$ cat src/common/dcm_pkg.sv
// Package: constants, types and helpers of the dual counter mode control block
package dcm_pkg;

  // ----------------------------------------
  // Register map (byte addresses)
  // ----------------------------------------
  localparam int          AW               = 8;
  localparam int          DW               = 8;
  localparam logic [7:0]  ADDR_CNT_CTRL    = 8'h00;
  localparam logic [7:0]  ADDR_COMMON      = 8'h01;
  localparam logic [7:0]  ADDR_SHORT_RLD   = 8'h02;
  localparam logic [7:0]  ADDR_LONG_RLD_LO = 8'h03;
  localparam logic [7:0]  ADDR_LONG_RLD_HI = 8'h04;
  localparam logic [7:0]  ADDR_CAP_LO      = 8'h05;
  localparam logic [7:0]  ADDR_CAP_HI      = 8'h06;
  localparam logic [7:0]  ADDR_IRQ_STATUS  = 8'h07;
  localparam logic [7:0]  ADDR_IRQ_MASK    = 8'h08;

  // ----------------------------------------
  // Field positions
  // ----------------------------------------
  localparam int CC_SHORT_EN = 7;
  localparam int CC_LONG_EN  = 6;
  localparam int CC_CAP_IE   = 2;
  localparam int CC_CNT_IE   = 1;
  localparam int CC_PIN4_SEL = 0;
  localparam int IRQ_TIMEOUT = 0;
  localparam int IRQ_CAPTURE = 1;
  localparam int IRQ_W       = 2;

  // ----------------------------------------
  // Reset values
  // ----------------------------------------
  localparam logic [7:0]  COMMON_RST    = 8'h00;
  localparam logic [7:0]  CNT_CTRL_RST  = 8'h00;
  localparam logic [7:0]  SHORT_RLD_RST = 8'hff;
  localparam logic [15:0] LONG_RLD_RST  = 16'hffff;

  // ----------------------------------------
  // Field encodings
  // ----------------------------------------
  localparam logic [1:0] FN_AND   = 2'h0;
  localparam logic [1:0] FN_OR    = 2'h1;
  localparam logic [1:0] FN_NOR   = 2'h2;
  localparam logic [1:0] FN_NAND  = 2'h3;
  localparam logic [1:0] EDGE_FALL = 2'h0;
  localparam logic [1:0] EDGE_RISE = 2'h1;
  localparam logic [1:0] EDGE_BOTH = 2'h2;
  localparam logic [1:0] SUB_NORMAL   = 2'h0;
  localparam logic [1:0] SUB_PINGPONG = 2'h1;
  localparam logic [1:0] SUB_FORCE0   = 2'h2;
  localparam logic [1:0] SUB_FORCE1   = 2'h3;

  // Ping-pong turn, one-hot
  typedef enum logic [1:0] {
    PP_SHORT = 2'b01,
    PP_LONG  = 2'b10
  } dcm_turn_t;

  // Shared control register layout
  typedef struct packed {
    logic       demod;      // 0 transmit, 1 demodulation
    logic       pinSel;     // Pin 6 route or demod input select
    logic [1:0] func;       // Combine function or edge select
    logic [1:0] submode;    // Transmit submode
    logic       bit1;       // Initial short output or rising flag
    logic       bit0;       // Initial long output or falling flag
  } dcm_ctrl_t;

  // Register port request
  typedef struct packed {
    logic [AW-1:0] addr;
    logic [DW-1:0] wdata;
    logic          wr;
    logic          rd;
  } dcm_bus_t;

  // Write hit decode
  function automatic logic busWrite(input dcm_bus_t b, input logic [AW-1:0] a);
    return b.wr && (b.addr == a);
  endfunction

  // Combine the two counter outputs
  function automatic logic combine(input logic [1:0] f, input logic a, input logic b);
    case (f)
      FN_AND:  return a & b;
      FN_OR:   return a | b;
      FN_NOR:  return ~(a | b);
      default: return ~(a & b);
    endcase
  endfunction

endpackage

$ cat src/design/dcm_pin_sync.sv
// Three-stage pin synchronisers with agreement filter
`timescale 1ns/10ps
module dcm_pin_sync #(
  parameter int N = 2
) (
  input  wire logic         mclk,
  input  wire logic         rst,
  input  wire logic [N-1:0] pinRaw,
  output logic      [N-1:0] pinLvl_q
);

  // ----------------------------------------
  // One chain per pin
  // ----------------------------------------
  for (genvar i = 0; i < N; i++) begin : gSync
    logic s1_q;
    logic s2_q;
    logic s3_q;
    // Level only moves once stages two and three agree
    always_ff @(posedge mclk) begin
      if (rst) begin
        s1_q        <= 1'b0;
        s2_q        <= 1'b0;
        s3_q        <= 1'b0;
        pinLvl_q[i] <= 1'b0;
      end else begin
        s1_q <= pinRaw[i];
        s2_q <= s1_q;
        s3_q <= s2_q;
        if (s2_q == s3_q) begin
          pinLvl_q[i] <= s3_q;
        end
      end
    end
  end

endmodule // dcm_pin_sync

$ cat src/design/dcm_irq_ctrl.sv
// Sticky interrupt status, mask and level interrupt output
`timescale 1ns/10ps
module dcm_irq_ctrl (
  input  wire logic                       mclk,
  input  wire logic                       rst,
  input  wire logic [dcm_pkg::IRQ_W-1:0]  event_i,
  input  wire dcm_pkg::dcm_bus_t          busReq,
  output logic      [dcm_pkg::IRQ_W-1:0]  status_q,
  output logic      [dcm_pkg::IRQ_W-1:0]  mask_q,
  output logic                            irq_q
);
  import dcm_pkg::*;

  // ----------------------------------------
  // Status: write one clears, a new event wins
  // ----------------------------------------
  always_ff @(posedge mclk) begin
    if (rst) begin
      status_q <= '0;
    end else begin
      status_q <= event_i | (status_q &
                  ~(busWrite(busReq, ADDR_IRQ_STATUS) ? busReq.wdata[IRQ_W-1:0] : '0));
    end
  end

  // Mask register
  always_ff @(posedge mclk) begin
    if (rst) begin
      mask_q <= '0;
    end else if (busWrite(busReq, ADDR_IRQ_MASK)) begin
      mask_q <= busReq.wdata[IRQ_W-1:0];
    end
  end

  // Level output, one cycle behind the status
  always_ff @(posedge mclk) begin
    if (rst) begin
      irq_q <= 1'b0;
    end else begin
      irq_q <= |(status_q & mask_q);
    end
  end

endmodule // dcm_irq_ctrl

$ cat src/design/dcm_top.sv
// Dual counter mode control: counters, output combine, demodulator and registers
//
// Overview of operation
// Shared control top bit: 0 (reset) transmit mode, 1 demodulation mode.
// Bit 6: transmit routes combined output to pin 6; demod picks input pin.
// Bits 5:4: transmit AND/OR/NOR/NAND; demod falling/rising/both/reserved edge.
// Capture interrupt enable lets demod edge captures raise an interrupt.
// Counter interrupt enable lets each short counter timeout raise an interrupt.
// A control bit puts short counter output or port data on pin 4.
// Demod rising and falling edges set flags; writing one clears them.
// Short output starts at initial bit, holds opposite while disabled.
// Submode selects normal or ping-pong; 10 forces long output 0, 11 forces 1.
// Interrupt enables and pin selects are zero after reset.
`timescale 1ns/10ps
module dcm_top (
  input  wire logic              mclk,
  input  wire logic              rst,
  input  wire dcm_pkg::dcm_bus_t busReq,
  output logic [dcm_pkg::DW-1:0] rdData_q,
  output logic                   irq_q,
  input  wire logic              port3Pin1In,
  input  wire logic              port2Pin0In,
  input  wire logic              port3Pin4Data,
  input  wire logic              port3Pin6Data,
  output logic                   port3Pin4Out_q,
  output logic                   port3Pin6Out_q
);
  import dcm_pkg::*;

  // ----------------------------------------
  // Declarations
  // ----------------------------------------
  dcm_ctrl_t        ctrl_q;
  logic [7:0]       cntCtrl_q;
  logic [7:0]       shortRld_q;
  logic [15:0]      longRld_q;
  logic [7:0]       shortCnt_q;
  logic [15:0]      longCnt_q;
  logic [7:0]       capLo_q;
  logic [7:0]       capHi_q;
  logic             shortOut_q;
  logic             longOut_q;
  logic             shortEnDly_q;
  logic             longEnDly_q;
  logic             demodPrev_q;
  dcm_turn_t        turn_q;
  logic [1:0]       pinLvl;
  logic             demodLvl;
  logic             shortEn;
  logic             longEn;
  logic             pingPong;
  logic             shortRun;
  logic             longRun;
  logic             shortTimeout;
  logic             longTimeout;
  logic             riseEv;
  logic             fallEv;
  logic             captureEv;
  logic [IRQ_W-1:0] irqEvent;
  logic [IRQ_W-1:0] irqStatus;
  logic [IRQ_W-1:0] irqMask;

  // ----------------------------------------
  // Demodulator input pins
  // ----------------------------------------
  dcm_pin_sync #(
    .N (2)
  ) uPinSync (
    .mclk     (mclk),
    .rst      (rst),
    .pinRaw   ({port2Pin0In, port3Pin1In}),
    .pinLvl_q (pinLvl)
  );

  // Input choice; a change of selection may itself look like an edge
  assign demodLvl = ctrl_q.pinSel ? pinLvl[1] : pinLvl[0];

  // Edge detection, reserved code detects nothing
  always_ff @(posedge mclk) begin
    if (rst) begin
      demodPrev_q <= 1'b0;
    end else begin
      demodPrev_q <= demodLvl;
    end
  end

  assign riseEv = ctrl_q.demod && demodLvl && !demodPrev_q &&
                  (ctrl_q.func == EDGE_RISE || ctrl_q.func == EDGE_BOTH);
  assign fallEv = ctrl_q.demod && !demodLvl && demodPrev_q &&
                  (ctrl_q.func == EDGE_FALL || ctrl_q.func == EDGE_BOTH);
  assign captureEv = riseEv | fallEv;

  // ----------------------------------------
  // Shared control register
  // ----------------------------------------
  // In demod mode the low two bits are sticky flags; a set beats the clear
  always_ff @(posedge mclk) begin
    if (rst) begin
      ctrl_q <= dcm_ctrl_t'(COMMON_RST);
    end else begin
      if (busWrite(busReq, ADDR_COMMON)) begin
        ctrl_q.demod   <= busReq.wdata[7];
        ctrl_q.pinSel  <= busReq.wdata[6];
        ctrl_q.func    <= busReq.wdata[5:4];
        ctrl_q.submode <= busReq.wdata[3:2];
      end
      if (ctrl_q.demod) begin
        ctrl_q.bit1 <= riseEv | (ctrl_q.bit1 &
                       ~(busWrite(busReq, ADDR_COMMON) & busReq.wdata[1]));
        ctrl_q.bit0 <= fallEv | (ctrl_q.bit0 &
                       ~(busWrite(busReq, ADDR_COMMON) & busReq.wdata[0]));
      end else if (busWrite(busReq, ADDR_COMMON)) begin
        ctrl_q.bit1 <= busReq.wdata[1];
        ctrl_q.bit0 <= busReq.wdata[0];
      end
    end
  end

  // ----------------------------------------
  // Counter control and reload registers
  // ----------------------------------------
  always_ff @(posedge mclk) begin
    if (rst) begin
      cntCtrl_q <= CNT_CTRL_RST;
    end else if (busWrite(busReq, ADDR_CNT_CTRL)) begin
      cntCtrl_q <= busReq.wdata;
    end
  end

  always_ff @(posedge mclk) begin
    if (rst) begin
      shortRld_q <= SHORT_RLD_RST;
      longRld_q  <= LONG_RLD_RST;
    end else begin
      if (busWrite(busReq, ADDR_SHORT_RLD)) begin
        shortRld_q <= busReq.wdata;
      end
      if (busWrite(busReq, ADDR_LONG_RLD_LO)) begin
        longRld_q[7:0] <= busReq.wdata;
      end
      if (busWrite(busReq, ADDR_LONG_RLD_HI)) begin
        longRld_q[15:8] <= busReq.wdata;
      end
    end
  end

  assign shortEn  = cntCtrl_q[CC_SHORT_EN];
  assign longEn   = cntCtrl_q[CC_LONG_EN];
  assign pingPong = !ctrl_q.demod && (ctrl_q.submode == SUB_PINGPONG);

  // ----------------------------------------
  // Ping-pong turn
  // ----------------------------------------
  // Leaving the ping-pong setting drops back to independent counting
  always_ff @(posedge mclk) begin
    if (rst) begin
      turn_q <= PP_SHORT;
    end else if (!pingPong) begin
      turn_q <= PP_SHORT;
    end else begin
      case (turn_q)
        PP_SHORT: begin
          if (shortTimeout) begin
            turn_q <= PP_LONG;
          end
        end
        PP_LONG: begin
          if (longTimeout) begin
            turn_q <= PP_SHORT;
          end
        end
        default: turn_q <= PP_SHORT;
      endcase
    end
  end

  assign shortRun = shortEn && (!pingPong || turn_q == PP_SHORT);
  assign longRun  = longEn && (!pingPong || turn_q == PP_LONG);
  assign shortTimeout = shortRun && (shortCnt_q == '0);
  assign longTimeout  = longRun && (longCnt_q == '0);

  // ----------------------------------------
  // Down counters
  // ----------------------------------------
  // Stopped counters sit at their reload value, ready to start
  always_ff @(posedge mclk) begin
    if (rst) begin
      shortCnt_q <= SHORT_RLD_RST;
    end else if (!shortEn) begin
      shortCnt_q <= shortRld_q;
    end else if (shortRun) begin
      shortCnt_q <= shortTimeout ? shortRld_q : shortCnt_q - 8'h01;
    end
  end

  always_ff @(posedge mclk) begin
    if (rst) begin
      longCnt_q <= LONG_RLD_RST;
    end else if (!longEn) begin
      longCnt_q <= longRld_q;
    end else if (longRun) begin
      longCnt_q <= longTimeout ? longRld_q : longCnt_q - 16'h0001;
    end
  end

  // Start detection for the initial output level
  always_ff @(posedge mclk) begin
    if (rst) begin
      shortEnDly_q <= 1'b0;
      longEnDly_q  <= 1'b0;
    end else begin
      shortEnDly_q <= shortEn;
      longEnDly_q  <= longEn;
    end
  end

  // ----------------------------------------
  // Counter outputs
  // ----------------------------------------
  // Disabled output holds the inverse so the start gives a transition
  always_ff @(posedge mclk) begin
    if (rst) begin
      shortOut_q <= 1'b1;
    end else if (!shortEn) begin
      shortOut_q <= ~ctrl_q.bit1;
    end else if (!shortEnDly_q) begin
      shortOut_q <= ctrl_q.bit1;
    end else if (shortTimeout) begin
      shortOut_q <= ~shortOut_q;
    end
  end

  // Force settings override counting at once
  always_ff @(posedge mclk) begin
    if (rst) begin
      longOut_q <= 1'b1;
    end else if (!ctrl_q.demod && ctrl_q.submode == SUB_FORCE0) begin
      longOut_q <= 1'b0;
    end else if (!ctrl_q.demod && ctrl_q.submode == SUB_FORCE1) begin
      longOut_q <= 1'b1;
    end else if (!longEn) begin
      longOut_q <= ~ctrl_q.bit0;
    end else if (!longEnDly_q) begin
      longOut_q <= ctrl_q.bit0;
    end else if (longTimeout) begin
      longOut_q <= ~longOut_q;
    end
  end

  // ----------------------------------------
  // Pin outputs
  // ----------------------------------------
  always_ff @(posedge mclk) begin
    if (rst) begin
      port3Pin4Out_q <= 1'b0;
      port3Pin6Out_q <= 1'b0;
    end else begin
      port3Pin4Out_q <= cntCtrl_q[CC_PIN4_SEL] ? shortOut_q : port3Pin4Data;
      port3Pin6Out_q <= (!ctrl_q.demod && ctrl_q.pinSel) ?
                        combine(ctrl_q.func, shortOut_q, longOut_q) : port3Pin6Data;
    end
  end

  // ----------------------------------------
  // Capture registers
  // ----------------------------------------
  // Long counter value taken on every detected edge
  always_ff @(posedge mclk) begin
    if (rst) begin
      capLo_q <= '0;
      capHi_q <= '0;
    end else if (captureEv) begin
      capLo_q <= longCnt_q[7:0];
      capHi_q <= longCnt_q[15:8];
    end
  end

  // ----------------------------------------
  // Interrupts
  // ----------------------------------------
  assign irqEvent[IRQ_TIMEOUT] = shortTimeout && cntCtrl_q[CC_CNT_IE];
  assign irqEvent[IRQ_CAPTURE] = captureEv && cntCtrl_q[CC_CAP_IE];

  dcm_irq_ctrl uIrq (
    .mclk     (mclk),
    .rst      (rst),
    .event_i  (irqEvent),
    .busReq   (busReq),
    .status_q (irqStatus),
    .mask_q   (irqMask),
    .irq_q    (irq_q)
  );

  // ----------------------------------------
  // Read port
  // ----------------------------------------
  // Data only in the cycle after the strobe; unmapped reads give zero
  always_ff @(posedge mclk) begin
    if (rst || !busReq.rd) begin
      rdData_q <= '0;
    end else begin
      case (busReq.addr)
        ADDR_CNT_CTRL:    rdData_q <= cntCtrl_q;
        ADDR_COMMON:      rdData_q <= ctrl_q;
        ADDR_SHORT_RLD:   rdData_q <= shortRld_q;
        ADDR_LONG_RLD_LO: rdData_q <= longRld_q[7:0];
        ADDR_LONG_RLD_HI: rdData_q <= longRld_q[15:8];
        ADDR_CAP_LO:      rdData_q <= capLo_q;
        ADDR_CAP_HI:      rdData_q <= capHi_q;
        ADDR_IRQ_STATUS:  rdData_q <= {{(DW-IRQ_W){1'b0}}, irqStatus};
        ADDR_IRQ_MASK:    rdData_q <= {{(DW-IRQ_W){1'b0}}, irqMask};
        default:          rdData_q <= '0;
      endcase
    end
  end

endmodule // dcm_top

$ cat config.mk
export PLATFORM = sky130hd
export DESIGN_NAME = dcm_top
export DESIGN_NICKNAME = d
export VERILOG_FILES = /design/src/common/dcm_pkg.sv /design/src/design/dcm_pin_sync.sv /design/src/design/dcm_irq_ctrl.sv /design/src/design/dcm_top.sv
export SDC_FILE = /design/constraint.sdc
export NUM_CORES = 1
export LEC_CHECK = 0
export ABC_AREA = 1
export BUFFER_PORTS_ARGS = -buffer_cell sky130_fd_sc_hd__buf_2
export CORE_UTILIZATION = 40
export CTS_CLUSTER_SIZE = 30
export DETAILED_ROUTE_END_ITERATION = 16
export PLACE_DENSITY_LB_ADDON = 0.15
export SETUP_SLACK_MARGIN = 0.4
export SYNTH_ARGS = -nofsm -noshare
export SYNTH_HDL_FRONTEND = slang
export SYNTH_SLANG_ARGS = --single-unit
$ cat constraint.sdc
create_clock -name mclk -period 4.35 [get_ports mclk]
set_input_delay 0.6525 -clock mclk [delete_from_list [all_inputs] [get_ports mclk]]
set_output_delay 0.6525 -clock mclk [all_outputs]
set_load 0.01 [all_outputs]
==> metrics.log <==
INFO  metric status = finished, final reports clean
INFO  metric synth_top_cell_by_area = sky130_fd_sc_hd__dfxtp_1
INFO  metric critPathRequiredTime = 4640 ps
INFO  metric critical_path_class = reg2reg
INFO  metric die_h = approximately 120 um
INFO  metric ff_latch_area = about 0.0022 sq mm
INFO  metric crit-reg2reg-launch = ctrl_q[5]$_SDFFE_PP0N_
INFO  metric crit_start = ctrl_q[5]$_SDFFE_PP0N_
INFO  metric p_leak = 3.12 nW
INFO  metric grt.total_usage = a little under a quarter
INFO  metric fillCellCount = 1455
INFO  metric fmax = approximately 430 MHz
INFO  metric place_area = between 0.005 and 0.006 sq mm
INFO  metric insertedDiodeCount = 0
INFO  metric ir_drop = approximately 240 uV
INFO  metric cts_made_buffers = 9
INFO  metric layout-drive-gt1-share = under 10%
INFO  metric grt_setup_unrepaired = false
INFO  metric placed_cells_incl_taps = just over 1k
INFO  metric layout.cells.most_common_list = sky130_fd_sc_hd__nand2_1 (182), sky130_fd_sc_hd__inv_1 (122), sky130_fd_sc_hd__dfxtp_1 (110)
INFO  metric avgViaCountPerCell = just over 5
INFO  metric netlist-cell-type-count = 38
INFO  metric vias = 5267
INFO  metric worstPathMaxFanout = 32
INFO  metric cp_data_arrival_time = around 2600 ps
INFO  metric synthDominantCellAreaShare = 38.9%
INFO  metric floorplan.io_pins = 35
INFO  metric grt-ovfl-total = 0
INFO  metric dpl.hpwl = approximately 12000 um
INFO  metric design.final.nets = between 800 and 900
INFO  metric place.gp.congestion = 0.854
INFO  metric cts.hold.buffers_added = 0
INFO  metric ctsResizeCount = 0
INFO  metric areaGrowthSynthToFinish = 8.86%
INFO  metric ys_ff_latch = 110
INFO  metric initialDrtViolationCount = between 300 and 400
INFO  metric hold_path_class = reg2reg
INFO  metric final_period_minus_worst_setup_slack = about 2300 ps
INFO  metric clock-sinks = 110
INFO  metric hold-worst-slack = between 400 and 500 ps
INFO  metric mostFrequentLayoutCell = sky130_fd_sc_hd__nand2_1
INFO  metric clockBufferDepth = 2
INFO  metric die_area = 0.0146 sq mm
INFO  metric netlist_top_cells_area = sky130_fd_sc_hd__dfxtp_1 (39%), sky130_fd_sc_hd__nand2_1 (12%), sky130_fd_sc_hd__inv_1 (8.2%)
INFO  metric floorplan.core_area = ~0.014 sq mm
INFO  metric remaining_drc_errors = 0
INFO  metric timing.final.crit_share = ~54%
INFO  metric maxCapViolCount = 0
INFO  metric placementRows = 43
INFO  metric fin_tns_setup = 0 ps
INFO  metric cellPowerDensity = slightly above 300 mW/mm^2
INFO  metric grt_max_degree = 34
INFO  metric clk_latency = 360 ps
INFO  metric port-buffer-count = 34
INFO  metric worst_setup_slack_for_register_to_register_paths = ~2000 ps
INFO  metric reg2reg_to = capLo_q[0]$_SDFFE_PP0N_
INFO  metric finish.instance_area = between 0.006 and 0.007 sq mm
INFO  metric yosysSeqAreaShare = 38.9%
INFO  metric die_w = between 100 and 150 um
INFO  metric synth_enable_flop_cells = 0
INFO  metric total_setup_buffers_inserted_after_cts = 0
INFO  metric finalClockSkew = 7.36 ps
INFO  metric worst_pin_slew = around 1200 ps
INFO  metric mean_post_synth_cell_area = a little under 7 sq um
INFO  metric first_pass_grt_wire_length = 25900 um
INFO  metric timing.critical_path.to_type = flop
INFO  metric layout.cells.non_filler = 1042
INFO  metric critical_path_start_type = flop
INFO  metric drt-wirelength-per-cell = 15.4 um
INFO  metric clock_tree.htree_level_count = 3
INFO  metric clk_transition_reported_paths = ~80 ps
INFO  metric synthesis.yosys.warnings = 0
INFO  metric clock_tree_from_tritoncts = yes
INFO  metric hold_violations = 0
INFO  metric synth-async-reset-ratio = 0%
INFO  metric synth_nets = 871
INFO  metric vias_in_the_first_global_route = between 4k and 5k
INFO  metric slew_headroom = between 20% and 30%
INFO  metric synth-main-ff-cell = sky130_fd_sc_hd__dfxtp_1
INFO  metric initial_core_util = around 41%
INFO  metric post_synth_instance_area = ~0.0057 sq mm
INFO  metric dr.pass1.iters = 5
INFO  metric final_setup_violations = 0
INFO  metric totalWireLength = 16000 um
INFO  metric r2r_cells = 7
INFO  metric grt_antenna_before_repair = 0
INFO  metric drtAntennaViolNets = 0
INFO  metric clock_root_buffer = sky130_fd_sc_hd__clkbuf_16
INFO  metric timing.final.max_slew_violations = 0
INFO  metric multiInputGateArea = between 0.002 and 0.003 sq mm
INFO  metric synthesized_netlist_cell_count = between 800 and 900
INFO  metric crit_path_end = capLo_q[0]$_SDFFE_PP0N_
sequential cells by signal (all words and copies together), names as in the netlist, 8 cells and up:
register	flops
longCnt_q	16
longRld_q	16
capHi_q	8
capLo_q	8
cntCtrl_q	8
ctrl_q	8
rdData_q	8
shortCnt_q	8
shortRld_q	8
critical path: stages (launching register included):
cell and delay (ps):
sky130_fd_sc_hd__dfxtp_1 410, sky130_fd_sc_hd__inv_1 80, sky130_fd_sc_hd__ha_1 290, sky130_fd_sc_hd__nand3_1 90
sky130_fd_sc_hd__o21ai_2 940, sky130_fd_sc_hd__buf_4 250, sky130_fd_sc_hd__o21ai_1 60, sky130_fd_sc_hd__a21oi_1 130
worst min path at each step:
| stage | depth (start not counted) | end | startpoint | slack, ps |
|---|---|---|---|---|
| 2_1_floorplan | 2 | uPinSync.gSync[0].s2_q$_SDFF_PP0_ | uPinSync.gSync[0].s1_q$_SDFF_PP0_ | 390 |
| 3_3_place_gp | 2 | uPinSync.gSync[1].s2_q$_SDFF_PP0_ | uPinSync.gSync[1].s1_q$_SDFF_PP0_ | 400 |
| 3_5_place_dp | 2 | uPinSync.gSync[0].s2_q$_SDFF_PP0_ | uPinSync.gSync[0].s1_q$_SDFF_PP0_ | 400 |
| 4_1_cts | 2 | uPinSync.gSync[0].s2_q$_SDFF_PP0_ | uPinSync.gSync[0].s1_q$_SDFF_PP0_ | 410 |
| 5_1_grt | 2 | uPinSync.gSync[0].s2_q$_SDFF_PP0_ | uPinSync.gSync[0].s1_q$_SDFF_PP0_ | 430 |
| 6_report | 2 | uPinSync.gSync[0].s2_q$_SDFF_PP0_ | uPinSync.gSync[0].s1_q$_SDFF_PP0_ | 410 |
power by group:
part           switching [mW]  internal [mW]  total (mW)
Clock                   0.397          0.408       0.805
Sequential            0.00227           1.01        1.01
Combinational          0.0543         0.0216      0.0759
Total                   0.454           1.44        1.89
kinds of logic after synthesis:
family | after synthesis | share of synthesized area [%]
AOI/OAI and AO/OA | 173 | 17.3
xor gates and xnor gates | 9 | 1.39
adders and majority gates | 6 | 1.33
buffers and inverters | 160 | 12.1
DFF | 110 | 38.9
and+or+nand+nor | 383 | 29.1
layer usage:
| metal | global-route usage [%] | share of wire [%] | up-vias |
|---|---|---|---|
| li1 | - | - | 2727 |
| met1 | 30.4 | 47 | 2398 |
| met2 | 38.1 | 46 | 117 |
| met3 | 4.32 | 4.3 | 25 |
| met4 | 8.87 | 2.5 | 0 |
| met5 | 0 | 0 | - |
metrics by stage:
stage / power, mW / worst slack, ps / util, %
after floorplan: 1.08 / 2700 / -
after global placement: 1.11 / 1970 / 42.5
after detailed placement: 1.11 / 1920 / 42.5
after CTS: 1.92 / 2030 / 44.6
after global routing: 1.96 / 1710 / 44.6
final: 1.89 / 2010 / 44.6
area by class of cell:
type,count,share of cell area [%]
Clock buffer,10,3.88
Clock inverter,6,0.710
Inverter,127,7.73
Multi-Input combinational cell,571,45.1
Sequential cell,110,35.7
Tap cell,180,3.65
Timing Repair Buffer,38,3.25
synthesized netlist by cell type, drive strengths merged (2+ instances only):
cell / instances
buf: 23
xnor2: 2
inv: 126
clkbuf: 10
nand4: 8
o21bai: 7
xor2: 7
ha: 6
a211oi: 2
o211ai: 26
a21oi: 51
nand2: 189
nor3: 7
nand3: 77
dfxtp: 110
nor2: 100
o21ai: 84
Power figures use the tool's default switching activity.
